[src/core/hdfs_params.svh]
// constants of the downstream port force and sense block
// assumes byte-addressed avalon-mm, one 32-bit word per register
`ifndef HDFS_PARAMS_SVH
`define HDFS_PARAMS_SVH

`define HDFS_NPORTS        7
`define HDFS_NDRIVE        4
`define HDFS_ADDR_W        10
`define HDFS_DATA_W        32

// register indices; byte address is four times the index
`define HDFS_IDX_ENABLE    8'h49
`define HDFS_IDX_SPEED     8'h4a
`define HDFS_IDX_DRIVE     8'h4b
`define HDFS_IDX_SE0       8'h4f
`define HDFS_IDX_DATA      8'h50
`define HDFS_IDX_FLOW14    8'h51
`define HDFS_IDX_FLOW57    8'h52

// reset values
`define HDFS_RST_ENABLE    7'h00
`define HDFS_RST_SPEED     7'h00
`define HDFS_RST_DRIVE     8'h00
`define HDFS_RST_FLOW14    8'h00
`define HDFS_RST_FLOW57    6'h00
`define HDFS_RST_SENSE     7'h00

`endif

[src/core/hdfs_pkg.sv]
// types of the downstream port force and sense block
// assumes hdfs_params.svh supplies the numeric constants
package hdfs_pkg;

    // two-bit drive control code of one downstream port
    typedef enum logic [1:0] {
        HDFS_DRV_NONE  = 2'b00,
        HDFS_DRV_DIFF1 = 2'b01,
        HDFS_DRV_DIFF0 = 2'b10,
        HDFS_DRV_SE0   = 2'b11
    } hdfs_drive_t;

endpackage

[src/core/hdfs_line_if.sv]
// carrier between register file, pin driver and line sensor
// assumes all three sit on ref_clk
`timescale 1ns/1ns
interface hdfs_line_if;
    logic [13:0] drive_code;
    logic [6:0]  force_dp;
    logic [6:0]  force_dm;
    logic [6:0]  low_speed;
    logic [6:0]  se0;
    logic [6:0]  diff;

    modport ctrl (output drive_code, output force_dp, output force_dm, output low_speed,
                  input se0, input diff);
    modport drv  (input drive_code, input force_dp, input force_dm, input low_speed);
    modport sns  (output se0, output diff);
endinterface

[src/core/hdfs_line_sense.sv]
// line sensor: se0 status and held differential data of every port
// assumes dp_in/dm_in are raw pin levels from outside the clock domain
`timescale 1ns/1ns
`include "hdfs_params.svh"
module hdfs_line_sense (
    // clock and reset
    input  wire logic        ref_clk,
    input  wire logic        resetn,
    input  wire logic        usb_bus_reset,
    // pins
    input  wire logic [6:0]  dp_in,
    input  wire logic [6:0]  dm_in,
    // results
    hdfs_line_if.sns         line
);
    logic [6:0] dp_meta_reg;
    logic [6:0] dm_meta_reg;
    logic [6:0] dp_sync_reg;
    logic [6:0] dm_sync_reg;
    logic [6:0] se0_reg;
    logic [6:0] se0_next;
    logic [6:0] diff_reg;
    logic [6:0] diff_next;
    logic [1:0] fill_reg;
    logic [1:0] fill_next;

    always_comb begin
        se0_next  = se0_reg;
        diff_next = diff_reg;
        fill_next = {fill_reg[0], 1'b1};
        if (usb_bus_reset) begin
            se0_next  = `HDFS_RST_SENSE;
            diff_next = `HDFS_RST_SENSE;
        end else if (fill_reg[1]) begin
            // wait for real pin levels in the synchronisers, else a false se0 after reset
            for (int p = 0; p < `HDFS_NPORTS; p++) begin
                se0_next[p] = ~dp_sync_reg[p] & ~dm_sync_reg[p];
                // se0 and se1 keep the last differential value
                if (dp_sync_reg[p] != dm_sync_reg[p]) begin
                    diff_next[p] = dp_sync_reg[p];
                end
            end
        end
    end

    always_ff @(posedge ref_clk or negedge resetn) begin
        if (!resetn) begin
            dp_meta_reg <= `HDFS_RST_SENSE;
            dm_meta_reg <= `HDFS_RST_SENSE;
            dp_sync_reg <= `HDFS_RST_SENSE;
            dm_sync_reg <= `HDFS_RST_SENSE;
            se0_reg     <= `HDFS_RST_SENSE;
            diff_reg    <= `HDFS_RST_SENSE;
            fill_reg    <= 2'b00;
        end else begin
            dp_meta_reg <= dp_in;
            dm_meta_reg <= dm_in;
            dp_sync_reg <= dp_meta_reg;
            dm_sync_reg <= dm_meta_reg;
            se0_reg     <= se0_next;
            diff_reg    <= diff_next;
            fill_reg    <= fill_next;
        end
    end

    assign line.se0  = se0_reg;
    assign line.diff = diff_reg;
endmodule

[src/core/hdfs_pin_drive.sv]
// pin driver: merges drive codes and force-low bits into pin controls
// assumes the pad applies edge shaping when the shaped output is high
`timescale 1ns/1ns
`include "hdfs_params.svh"
module hdfs_pin_drive (
    // clock and reset
    input  wire logic        ref_clk,
    input  wire logic        resetn,
    // controls
    hdfs_line_if.drv         line,
    // pins
    output logic [6:0]       dp_out,
    output logic [6:0]       dm_out,
    output logic [6:0]       dp_oe_n,
    output logic [6:0]       dm_oe_n,
    output logic [6:0]       dp_shaped,
    output logic [6:0]       dm_shaped,
    output logic [6:0]       shape_low_speed
);
    logic [6:0] dp_out_next;
    logic [6:0] dm_out_next;
    logic [6:0] dp_oe_n_next;
    logic [6:0] dm_oe_n_next;
    logic [6:0] dp_shaped_next;
    logic [6:0] dm_shaped_next;
    hdfs_pkg::hdfs_drive_t code;

    always_comb begin
        code           = hdfs_pkg::HDFS_DRV_NONE;
        dp_out_next    = 7'h00;
        dm_out_next    = 7'h00;
        dp_oe_n_next   = 7'h7f;
        dm_oe_n_next   = 7'h7f;
        dp_shaped_next = 7'h00;
        dm_shaped_next = 7'h00;
        for (int p = 0; p < `HDFS_NPORTS; p++) begin
            code = hdfs_pkg::hdfs_drive_t'(line.drive_code[2*p +: 2]);
            case (code)
                hdfs_pkg::HDFS_DRV_DIFF1: begin
                    dp_out_next[p]  = 1'b1;
                    dm_out_next[p]  = 1'b0;
                    dp_oe_n_next[p] = 1'b0;
                    dm_oe_n_next[p] = 1'b0;
                end
                hdfs_pkg::HDFS_DRV_DIFF0: begin
                    dp_out_next[p]  = 1'b0;
                    dm_out_next[p]  = 1'b1;
                    dp_oe_n_next[p] = 1'b0;
                    dm_oe_n_next[p] = 1'b0;
                end
                hdfs_pkg::HDFS_DRV_SE0: begin
                    dp_out_next[p]  = 1'b0;
                    dm_out_next[p]  = 1'b0;
                    dp_oe_n_next[p] = 1'b0;
                    dm_oe_n_next[p] = 1'b0;
                end
                default: begin
                    dp_oe_n_next[p] = 1'b1;
                    dm_oe_n_next[p] = 1'b1;
                end
            endcase
            dp_shaped_next[p] = ~dp_oe_n_next[p];
            dm_shaped_next[p] = ~dm_oe_n_next[p];
            // force-low overrides the drive code on its own pin only
            if (line.force_dp[p]) begin
                dp_out_next[p]    = 1'b0;
                dp_oe_n_next[p]   = 1'b0;
                dp_shaped_next[p] = 1'b0;
            end
            if (line.force_dm[p]) begin
                dm_out_next[p]    = 1'b0;
                dm_oe_n_next[p]   = 1'b0;
                dm_shaped_next[p] = 1'b0;
            end
        end
    end

    always_ff @(posedge ref_clk or negedge resetn) begin
        if (!resetn) begin
            dp_out          <= 7'h00;
            dm_out          <= 7'h00;
            dp_oe_n         <= 7'h7f;
            dm_oe_n         <= 7'h7f;
            dp_shaped       <= 7'h00;
            dm_shaped       <= 7'h00;
            shape_low_speed <= 7'h00;
        end else begin
            dp_out          <= dp_out_next;
            dm_out          <= dm_out_next;
            dp_oe_n         <= dp_oe_n_next;
            dm_oe_n         <= dm_oe_n_next;
            dp_shaped       <= dp_shaped_next;
            dm_shaped       <= dm_shaped_next;
            shape_low_speed <= line.low_speed;
        end
    end
endmodule

[src/core/hdfs_top.sv]
// downstream port force and sense block of a hub repeater, top level
// assumes an avalon-mm master on ref_clk and raw d+/d- pins of 7 ports
//
// Contract
// - drive code 00 none, 01 d+ high d- low, 10 d+ low d- high, 11 se0
// - drive register: port1 bits 1:0 up to port4 bits 7:6, high bit is bit 1
// - drive register clears on chip reset; bus reset leaves it alone
// - drive-code forcing uses edge shaping chosen by port speed
// - force-low bit drives its pin low; d+ upper, d- lower bit of a pair
// - force-low pins are driven without edge shaping
// - force-low bits keep holding pins low during suspend
// - data register shows differential state only, independent of speed
// - data bit 1 when d+ above d-, 0 when d- above d+; ports 1-7 bits 0-6
// - during se0 the data bit keeps the last differential value
// - se0 status bit x-1 is 1 while port x sits in se0
// - se0 status and data clear on chip reset and on bus reset
// - bit 7 of se0 status and data always reads zero
// - speed bit 1 means low speed, 0 full speed; selects shaping
// - enable bit 1 lets the repeater pass traffic, 0 disables the port
`timescale 1ns/1ns
`include "hdfs_params.svh"
module hdfs_top (
    // clock and reset
    input  wire logic        ref_clk,
    input  wire logic        resetn,
    input  wire logic        usb_bus_reset,
    // avalon-mm slave
    input  wire logic [9:0]  avs_address,
    input  wire logic        avs_read,
    input  wire logic        avs_write,
    input  wire logic [31:0] avs_writedata,
    input  wire logic [3:0]  avs_byteenable,
    output logic [31:0]      avs_readdata,
    output logic             avs_waitrequest,
    // downstream pins
    input  wire logic [6:0]  dp_in,
    input  wire logic [6:0]  dm_in,
    output logic [6:0]       dp_out,
    output logic [6:0]       dm_out,
    output logic [6:0]       dp_oe_n,
    output logic [6:0]       dm_oe_n,
    output logic [6:0]       dp_shaped,
    output logic [6:0]       dm_shaped,
    output logic [6:0]       shape_low_speed,
    // repeater controls
    output logic [6:0]       port_enable,
    output logic [6:0]       port_low_speed
);
    hdfs_line_if line ();

    logic [6:0]  enable_reg;
    logic [6:0]  enable_next;
    logic [6:0]  speed_reg;
    logic [6:0]  speed_next;
    logic [7:0]  drive_reg;
    logic [7:0]  drive_next;
    logic [7:0]  flow14_reg;
    logic [7:0]  flow14_next;
    logic [5:0]  flow57_reg;
    logic [5:0]  flow57_next;
    logic [31:0] readdata_reg;
    logic [31:0] readdata_next;
    logic        waitreq_reg;
    logic        waitreq_next;
    logic        wr_fire;
    logic        rd_load;
    logic        word_ok;
    logic [7:0]  idx;
    logic [7:0]  wbyte;

    assign idx     = avs_address[9:2];
    assign word_ok = (avs_address[1:0] == 2'b00);
    assign wbyte   = avs_writedata[7:0];

    // one wait cycle per access; write lands where waitrequest is seen low
    assign wr_fire = avs_write & ~waitreq_reg & avs_byteenable[0] & word_ok;
    assign rd_load = avs_read & waitreq_reg;

    always_comb begin
        waitreq_next = ~((avs_read | avs_write) & waitreq_reg);
    end

    // register writes
    always_comb begin
        enable_next = enable_reg;
        speed_next  = speed_reg;
        drive_next  = drive_reg;
        flow14_next = flow14_reg;
        flow57_next = flow57_reg;
        if (wr_fire) begin
            if (idx == `HDFS_IDX_ENABLE) begin
                enable_next = wbyte[6:0];
            end else if (idx == `HDFS_IDX_SPEED) begin
                speed_next = wbyte[6:0];
            end else if (idx == `HDFS_IDX_DRIVE) begin
                drive_next = wbyte;
            end else if (idx == `HDFS_IDX_FLOW14) begin
                flow14_next = wbyte;
            end else if (idx == `HDFS_IDX_FLOW57) begin
                flow57_next = wbyte[5:0];
            end
        end
        // bus reset disables ports and clears speeds; drive codes survive it
        if (usb_bus_reset) begin
            enable_next = `HDFS_RST_ENABLE;
            speed_next  = `HDFS_RST_SPEED;
        end
    end

    // register reads; unmapped and misaligned addresses read zero
    always_comb begin
        readdata_next = readdata_reg;
        if (rd_load) begin
            readdata_next = 32'h0000_0000;
            if (!word_ok) begin
                readdata_next = 32'h0000_0000;
            end else if (idx == `HDFS_IDX_ENABLE) begin
                readdata_next[6:0] = enable_reg;
            end else if (idx == `HDFS_IDX_SPEED) begin
                readdata_next[6:0] = speed_reg;
            end else if (idx == `HDFS_IDX_DRIVE) begin
                readdata_next[7:0] = drive_reg;
            end else if (idx == `HDFS_IDX_SE0) begin
                readdata_next[6:0] = line.se0;
            end else if (idx == `HDFS_IDX_DATA) begin
                readdata_next[6:0] = line.diff;
            end else if (idx == `HDFS_IDX_FLOW14) begin
                readdata_next[7:0] = flow14_reg;
            end else if (idx == `HDFS_IDX_FLOW57) begin
                readdata_next[5:0] = flow57_reg;
            end
        end
    end

    always_ff @(posedge ref_clk or negedge resetn) begin
        if (!resetn) begin
            enable_reg   <= `HDFS_RST_ENABLE;
            speed_reg    <= `HDFS_RST_SPEED;
            drive_reg    <= `HDFS_RST_DRIVE;
            flow14_reg   <= `HDFS_RST_FLOW14;
            flow57_reg   <= `HDFS_RST_FLOW57;
            readdata_reg <= 32'h0000_0000;
            waitreq_reg  <= 1'b1;
        end else begin
            enable_reg   <= enable_next;
            speed_reg    <= speed_next;
            drive_reg    <= drive_next;
            flow14_reg   <= flow14_next;
            flow57_reg   <= flow57_next;
            readdata_reg <= readdata_next;
            waitreq_reg  <= waitreq_next;
        end
    end

    // ports 5 to 7 have no drive field and are never forced by a code
    always_comb begin
        line.drive_code = {6'h00, drive_reg};
        line.low_speed  = speed_reg;
        for (int p = 0; p < `HDFS_NDRIVE; p++) begin
            line.force_dp[p] = flow14_reg[2*p+1];
            line.force_dm[p] = flow14_reg[2*p];
        end
        for (int p = 0; p < `HDFS_NPORTS - `HDFS_NDRIVE; p++) begin
            line.force_dp[p+4] = flow57_reg[2*p+1];
            line.force_dm[p+4] = flow57_reg[2*p];
        end
    end

    hdfs_line_sense u_sense (
        .ref_clk       (ref_clk),
        .resetn        (resetn),
        .usb_bus_reset (usb_bus_reset),
        .dp_in         (dp_in),
        .dm_in         (dm_in),
        .line          (line)
    );

    hdfs_pin_drive u_drive (
        .ref_clk         (ref_clk),
        .resetn          (resetn),
        .line            (line),
        .dp_out          (dp_out),
        .dm_out          (dm_out),
        .dp_oe_n         (dp_oe_n),
        .dm_oe_n         (dm_oe_n),
        .dp_shaped       (dp_shaped),
        .dm_shaped       (dm_shaped),
        .shape_low_speed (shape_low_speed)
    );

    // force-low has no suspend gating, so pins stay low through suspend
    assign avs_readdata    = readdata_reg;
    assign avs_waitrequest = waitreq_reg;
    assign port_enable     = enable_reg;
    assign port_low_speed  = speed_reg;
endmodule

[config.mk]
export PLATFORM = sky130hd
export DESIGN_NAME = hdfs_top
export DESIGN_NICKNAME = d
export VERILOG_FILES = /design/src/core/hdfs_pkg.sv /design/src/core/hdfs_line_if.sv /design/src/core/hdfs_line_sense.sv /design/src/core/hdfs_pin_drive.sv /design/src/core/hdfs_top.sv
export VERILOG_INCLUDE_DIRS = /design/src /design/src/core
export SDC_FILE = /design/constraint.sdc
export NUM_CORES = 1
export LEC_CHECK = 0
export ABC_AREA = 1
export BUFFER_PORTS_ARGS = -buffer_cell sky130_fd_sc_hd__buf_4
export CORE_AREA = 2 2 137 139
export DETAILED_ROUTE_END_ITERATION = 10
export DIE_AREA = 0 0 139 141
export HOLD_SLACK_MARGIN = 0.05
export PLACE_DENSITY_LB_ADDON = 0.2
export SLEW_MARGIN = 20
export SYNTH_ARGS = -nofsm -noshare
export SYNTH_HDL_FRONTEND = slang
export SYNTH_SLANG_ARGS = --single-unit
[constraint.sdc]
create_clock -name ref_clk -period 2.3 [get_ports ref_clk]
set_clock_uncertainty 0.05 [all_clocks]
set_input_delay 0.345 -clock ref_clk [delete_from_list [all_inputs] [get_ports ref_clk]]
set_output_delay 0.345 -clock ref_clk [all_outputs]
set_load 0.005 [all_outputs]
# Word level (Yosys, flattened, before mapping)
# Cells that the tools add are included.
# classes
addsub,0
reduce_logical,28
n_div,0
bitwise,33
shifts,0
n_eq_ne,27
mux,73
magnitude_cmp,0
mul,0
# op_table
op,n
two-way mux 7 bit,15
"equality test 8 x 7 -> 1 bit, second input constant",7
two-way mux 1 bit,53
nonzero test 2 bit,11
inverter 1 bit,20
"equality test 2 bit, second input constant",8
two-way mux 8 bit,2
AND reduction 2 bit,8
AND 1 bit,12
two-way mux 6 bit,2
OR reduction 3 bit,4
"equality test 2 x 1 -> 1 bit, second input constant",4
!= test 1 bit,7
AND reduction 6 bit,1
AND reduction 5 bit,1
AND reduction 4 bit,1
AND reduction 3 bit,1
logical NOT 2 bit,1
two-way mux 2 bit,1
"!= test 2 bit, second input constant",1
bitwise OR 1 bit,1
# word_totals
mem_count,0
rom_bits,0
in_bits,65
out_inout_bits,96
latch_bits,0
ramBits,0
elab_cells,188
ff_bits,126

# Logic depth before layout (Yosys ltp)
# logic_depth
ltp_word,9
depth_mapped,10
ltp_nobuf,10

# Hierarchy
# Synthesis repeated with hierarchy kept, for this count alone.
# hier_totals
hier_cells,606
area_unflattened_um2,5711.7
# by_module_without_submodules
module,area_per_inst_um2,n_inst,cells_each,seq_area_each_um2
hdfs_top,2630.0,1,340,1127.3
hdfs_pin_drive,1559.0,1,133,1243.7
hdfs_line_sense,1522.7,1,133,1101.1

# Worst setup path before layout
# No wires, ideal clock.
# synth_path
path_kind,flip-flop to flip-flop
start,"register waitreq_reg, in the netlist avs_waitrequest"
end,"register speed_reg[4], in the netlist port_low_speed[4]"
slack_ps,882
required_ps,2174
arrival_time_ps,1292
period_less_slack_ps,1418
n_path_buf,1
path_stages_with_launch,8
cell_sequence,dfstp_2 nor2_1 nand3_1 inv_2 a21oi_2 buf_6 nand2_1 o21ai_1
# synth_via
elab_chain_len,6
# synth_rtl
element,line_no,text
"start, declared",hdfs_top.sv:63,logic waitreq_reg;
"start signal, assigned",hdfs_top.sv:151,waitreq_reg <= waitreq_next;
inverter 1 bit,hdfs_top.sv:76,assign wr_fire = avs_write & ~waitreq_reg & avs_byteenable[0] & word_ok;
AND 1 bit (3 in series),hdfs_top.sv:76,
nonzero test 2 bit (no line),n/a,
AND reduction 3 bit (no line),n/a,
"end signal, assigned",hdfs_top.sv:138,speed_reg <= `HDFS_RST_SPEED;
"end signal, assigned",hdfs_top.sv:146,speed_reg <= speed_next;
"end, declared",hdfs_top.sv:53,logic [6:0] speed_reg;
# Every way passes these cells.
# A chain may end at the register's enable or synchronous reset.

# Worst setup path in the final report
# layout_path
start,"register waitreq_reg, in the netlist avs_waitrequest"
end,"register speed_reg[3], in the netlist port_low_speed[3]"
# The elaborated chain is that of the path after synthesis.

==> summary.md <==
| Metric | Value |
|---|---|
| Outcome | `completed` |
| Die width | `139 um` |
| Count of maximum capacitance violations | `0` |
| Yosys warning total | `0` |
| Area enclosed by the die boundary | `19600 um^2` |
| Setup violations, final | `0` |
| Post-synthesis sequential element count | `126` |
| Fin Hold WS | `150 ps` |
| Vias | `3782` |
| H-tree depth | `4` |
| Leakage | `3.57 nW` |
| Standard-cell rows | `50` |
| Count of inserted antenna diode cells | `0` |
| Max Fanout on Critical Path | `14` |
| Max IR drop VDD | `0.000537 V` |
| Number of antenna violations at the first check in global routing | `0` |
| Per-cell routed wire length | `13.5 um` |
| Slew at the pin closest to its max-slew limit | `653 ps` |
| Crit share post-route | `78.6%` |
| Clock Sinks | `126` |
| GRT Residual Overflow | `0` |
| Number of different library cells in the post-synthesis netlist | `32` |
| Number of failing hold endpoints at the final stage | `0` |
| Pre-CTS WS | `394 ps` |
| Height of the die | `141 um` |
| Clk_lat worst skew | `420 ps` |
| Combinational cell fraction of total power | `6.8%` |
| Via density per instance | `4.17` |
| Wire length of the first global-routing pass | `19.5 mm` |
| DRC violation total after the first TritonRoute iteration | `285` |
| Total power per unit cell area | `762 nW/um^2` |
| Crit Path Category | `flip-flop to flip-flop` |
| Fraction of final layout cells with drive strength greater than 1 | `29.1%` |
| Clock group share of total power | `49.0%` |
| Area after DPL | `6210 um^2` |
| Slack of the critical path | `492 ps` |
| Slew margin rel. | `56.5%` |
| CTS Root Cell | `sky130_fd_sc_hd__clkbuf_16` |
| Total routing usage reported by global routing | `13.0%` |
| Crit start category | `flip-flop` |
| Worst hold path class | `input port to flip-flop` |
| Number of iterations in the first detailed-routing pass | `4` |
| CTS tree | `built` |
| Clock slew at the register clock pins of the worst setup and hold paths | `60 ps` |
| Critical Path End Type | `flip-flop` |
| Number of global-route vias before repair | `3707` |
| Detailed Route WL | `12.3 mm` |
| Sequential power share | `44.2%` |
| Placed wire-length estimate | `9.15 mm` |
| Switching power summed over all nets | `1.17 mW` |
| Fmax | `0.553 GHz` |
| Total clock buffers created by CTS | `17` |
| Net count reported at finish | `732` |
| Avg Synthesized Cell Area | `10.0 um^2` |
| Std-Cell Core Area | `18300 um^2` |
| Maximum number of pins on one net before global-route repair | `47` |
| Quantity of I/O buffers inserted on ports | `97` |
| Layout Utilization | `38.1%` |
| Starting utilization of the core area | `29.2%` |
| Area added between synthesis and finish | `30.4%` |
| Switching share of power | `22.0%` |
| Routed Antenna Nets | `0` |
| I/O Pins | `161` |
| Count of pins over their slew limit | `0` |
| Design Area, Final | `6970 um^2` |
| Post-Synthesis Cell Area | `5340 um^2` |
| Crit path required time | `2600 ps` |
| Number of design rule violations left after detail routing | `0` |
| Seq/Total Area, Yosys | `59.4%` |
| GP Congestion | `0.806` |
| Internal power component | `4.14 mW` |
| Final setup TNS | `0 ps` |
| Fillcell total | `1830` |
| Arrival time at the worst endpoint | `2100 ps` |
| Unrepaired setup endpoints after global routing | `false` |
| CTS max path bufs | `2` |
| Final period demand of the worst path | `1810 ps` |
| Mapped Cells | `533` |
## Yosys cell counts, drive strengths merged
cell type,number,share of area (%)
buf,45,6.6
inv,71,5.0
nor3,6,0.77
or2,1,0.12
dfrtp,111,52
ha,7,1.6
clkbuf,3,0.21
a31oi,1,0.40
nand3,38,3.8
nor2,51,4.8
nand4,5,0.59
conb,2,0.14
nand2,109,8.5
nand3b,1,0.14
a311oi,7,1.1
dfstp,15,7.4
o21ai,51,5.9
a21oi,9,0.91
## through the flow
step	power [mW]	std cells
final	5.31	907
after global routing	5.54	907
after CTS	5.38	907
after detailed placement	2.73	858
after global placement	2.72	858
after floorplan	2.56	568
## cells by family after synthesis
kind of cell,share of synthesized area (%)
and+or+nand+nor,18.7
buffers and inverters,11.8
AOI/OAI and AO/OA,8.36
DFF,59.4
other,0.141
adders and majority gates,1.64
## final timing paths
path / startpoint / end / slack, ps / depth (start not counted)
worst max register to register: avs_waitrequest$_DFF_PN1_ / port_low_speed[3]$_DFFE_PN0P_ / 490 / 6
worst min register to register: u_sense.dp_meta_reg[4]$_DFF_PN0_ / u_sense.dp_sync_reg[4]$_DFF_PN0_ / 300 / 0
worst min-delay path: avs_address[0] / avs_readdata[7]$_DFFE_PN0P_ / 150 / 4
max in group asynchronous: resetn / u_drive.dp_oe_n[4]$_DFF_PN1_ / 1010 / 3
min in group asynchronous: resetn / u_sense.dm_meta_reg[3]$_DFF_PN0_ / 440 / 2
worst max-delay path: avs_waitrequest$_DFF_PN1_ / port_low_speed[3]$_DFFE_PN0P_ / 490 / 6
## layer usage
layer,GRT usage [%],wire length (um),part of all wire [%]
met1,16.5,5430,44
met2,20.0,5780,47
met3,4.38,797,6.5
met4,6.27,280,2.3
met5,0,0,0
## layout make-up
type	instances	area (um^2)	share of cell area, %
timing repair buffer	121	976	14.0
multi-input combinational	323	1670	24.0
sequential	126	3170	45.5
clock buffer	27	533	7.65
inverter	71	267	3.83
tap	234	293	4.20
clock inverter	5	55.1	0.790
## power groups by stage
| stage | combinational, mW | sequential, mW | clock [mW] |
|---|---|---|---|
| floorplan | 0.188 | 2.37 | 0 |
| global placement | 0.335 | 2.39 | 0 |
| detailed placement | 0.343 | 2.39 | 0 |
| CTS | 0.368 | 2.35 | 2.66 |
| global route | 0.410 | 2.36 | 2.77 |
| finish | 0.362 | 2.35 | 2.60 |
## cells in the final DEF (no fill, tap or decap), drive strengths merged
cell / instances
nand3b: 1
a21oi: 9
clkinv: 2
conb: 37
dfrtp: 111
or2: 1
ha: 7
inv: 71
nor3: 6
a31oi: 1
nand4: 5
dfstp: 15
buf: 104
nor2: 51
nand2: 109
dlygate4sd3: 17
a311oi: 7
clkbuf: 27
o21ai: 51
clkinvlp: 2
nand3: 38
bufinv: 1
## worst max-delay path, cell delays in order, from the launching register on
cell,delay (ps)
sky130_fd_sc_hd__dfstp_2,550
sky130_fd_sc_hd__nor2_1,50
sky130_fd_sc_hd__nand3_1,180
sky130_fd_sc_hd__inv_2,130
sky130_fd_sc_hd__a21oi_2,540
sky130_fd_sc_hd__nand2_1,120
sky130_fd_sc_hd__o21ai_1,100
## timing repair
item                      4_1_cts  5_1_grt
buffers inserted                0        0
hold endpoints to repair       58        0
resized for setup               0        0
hold buffers                   17        0
Power figures use the tool's default switching activity.
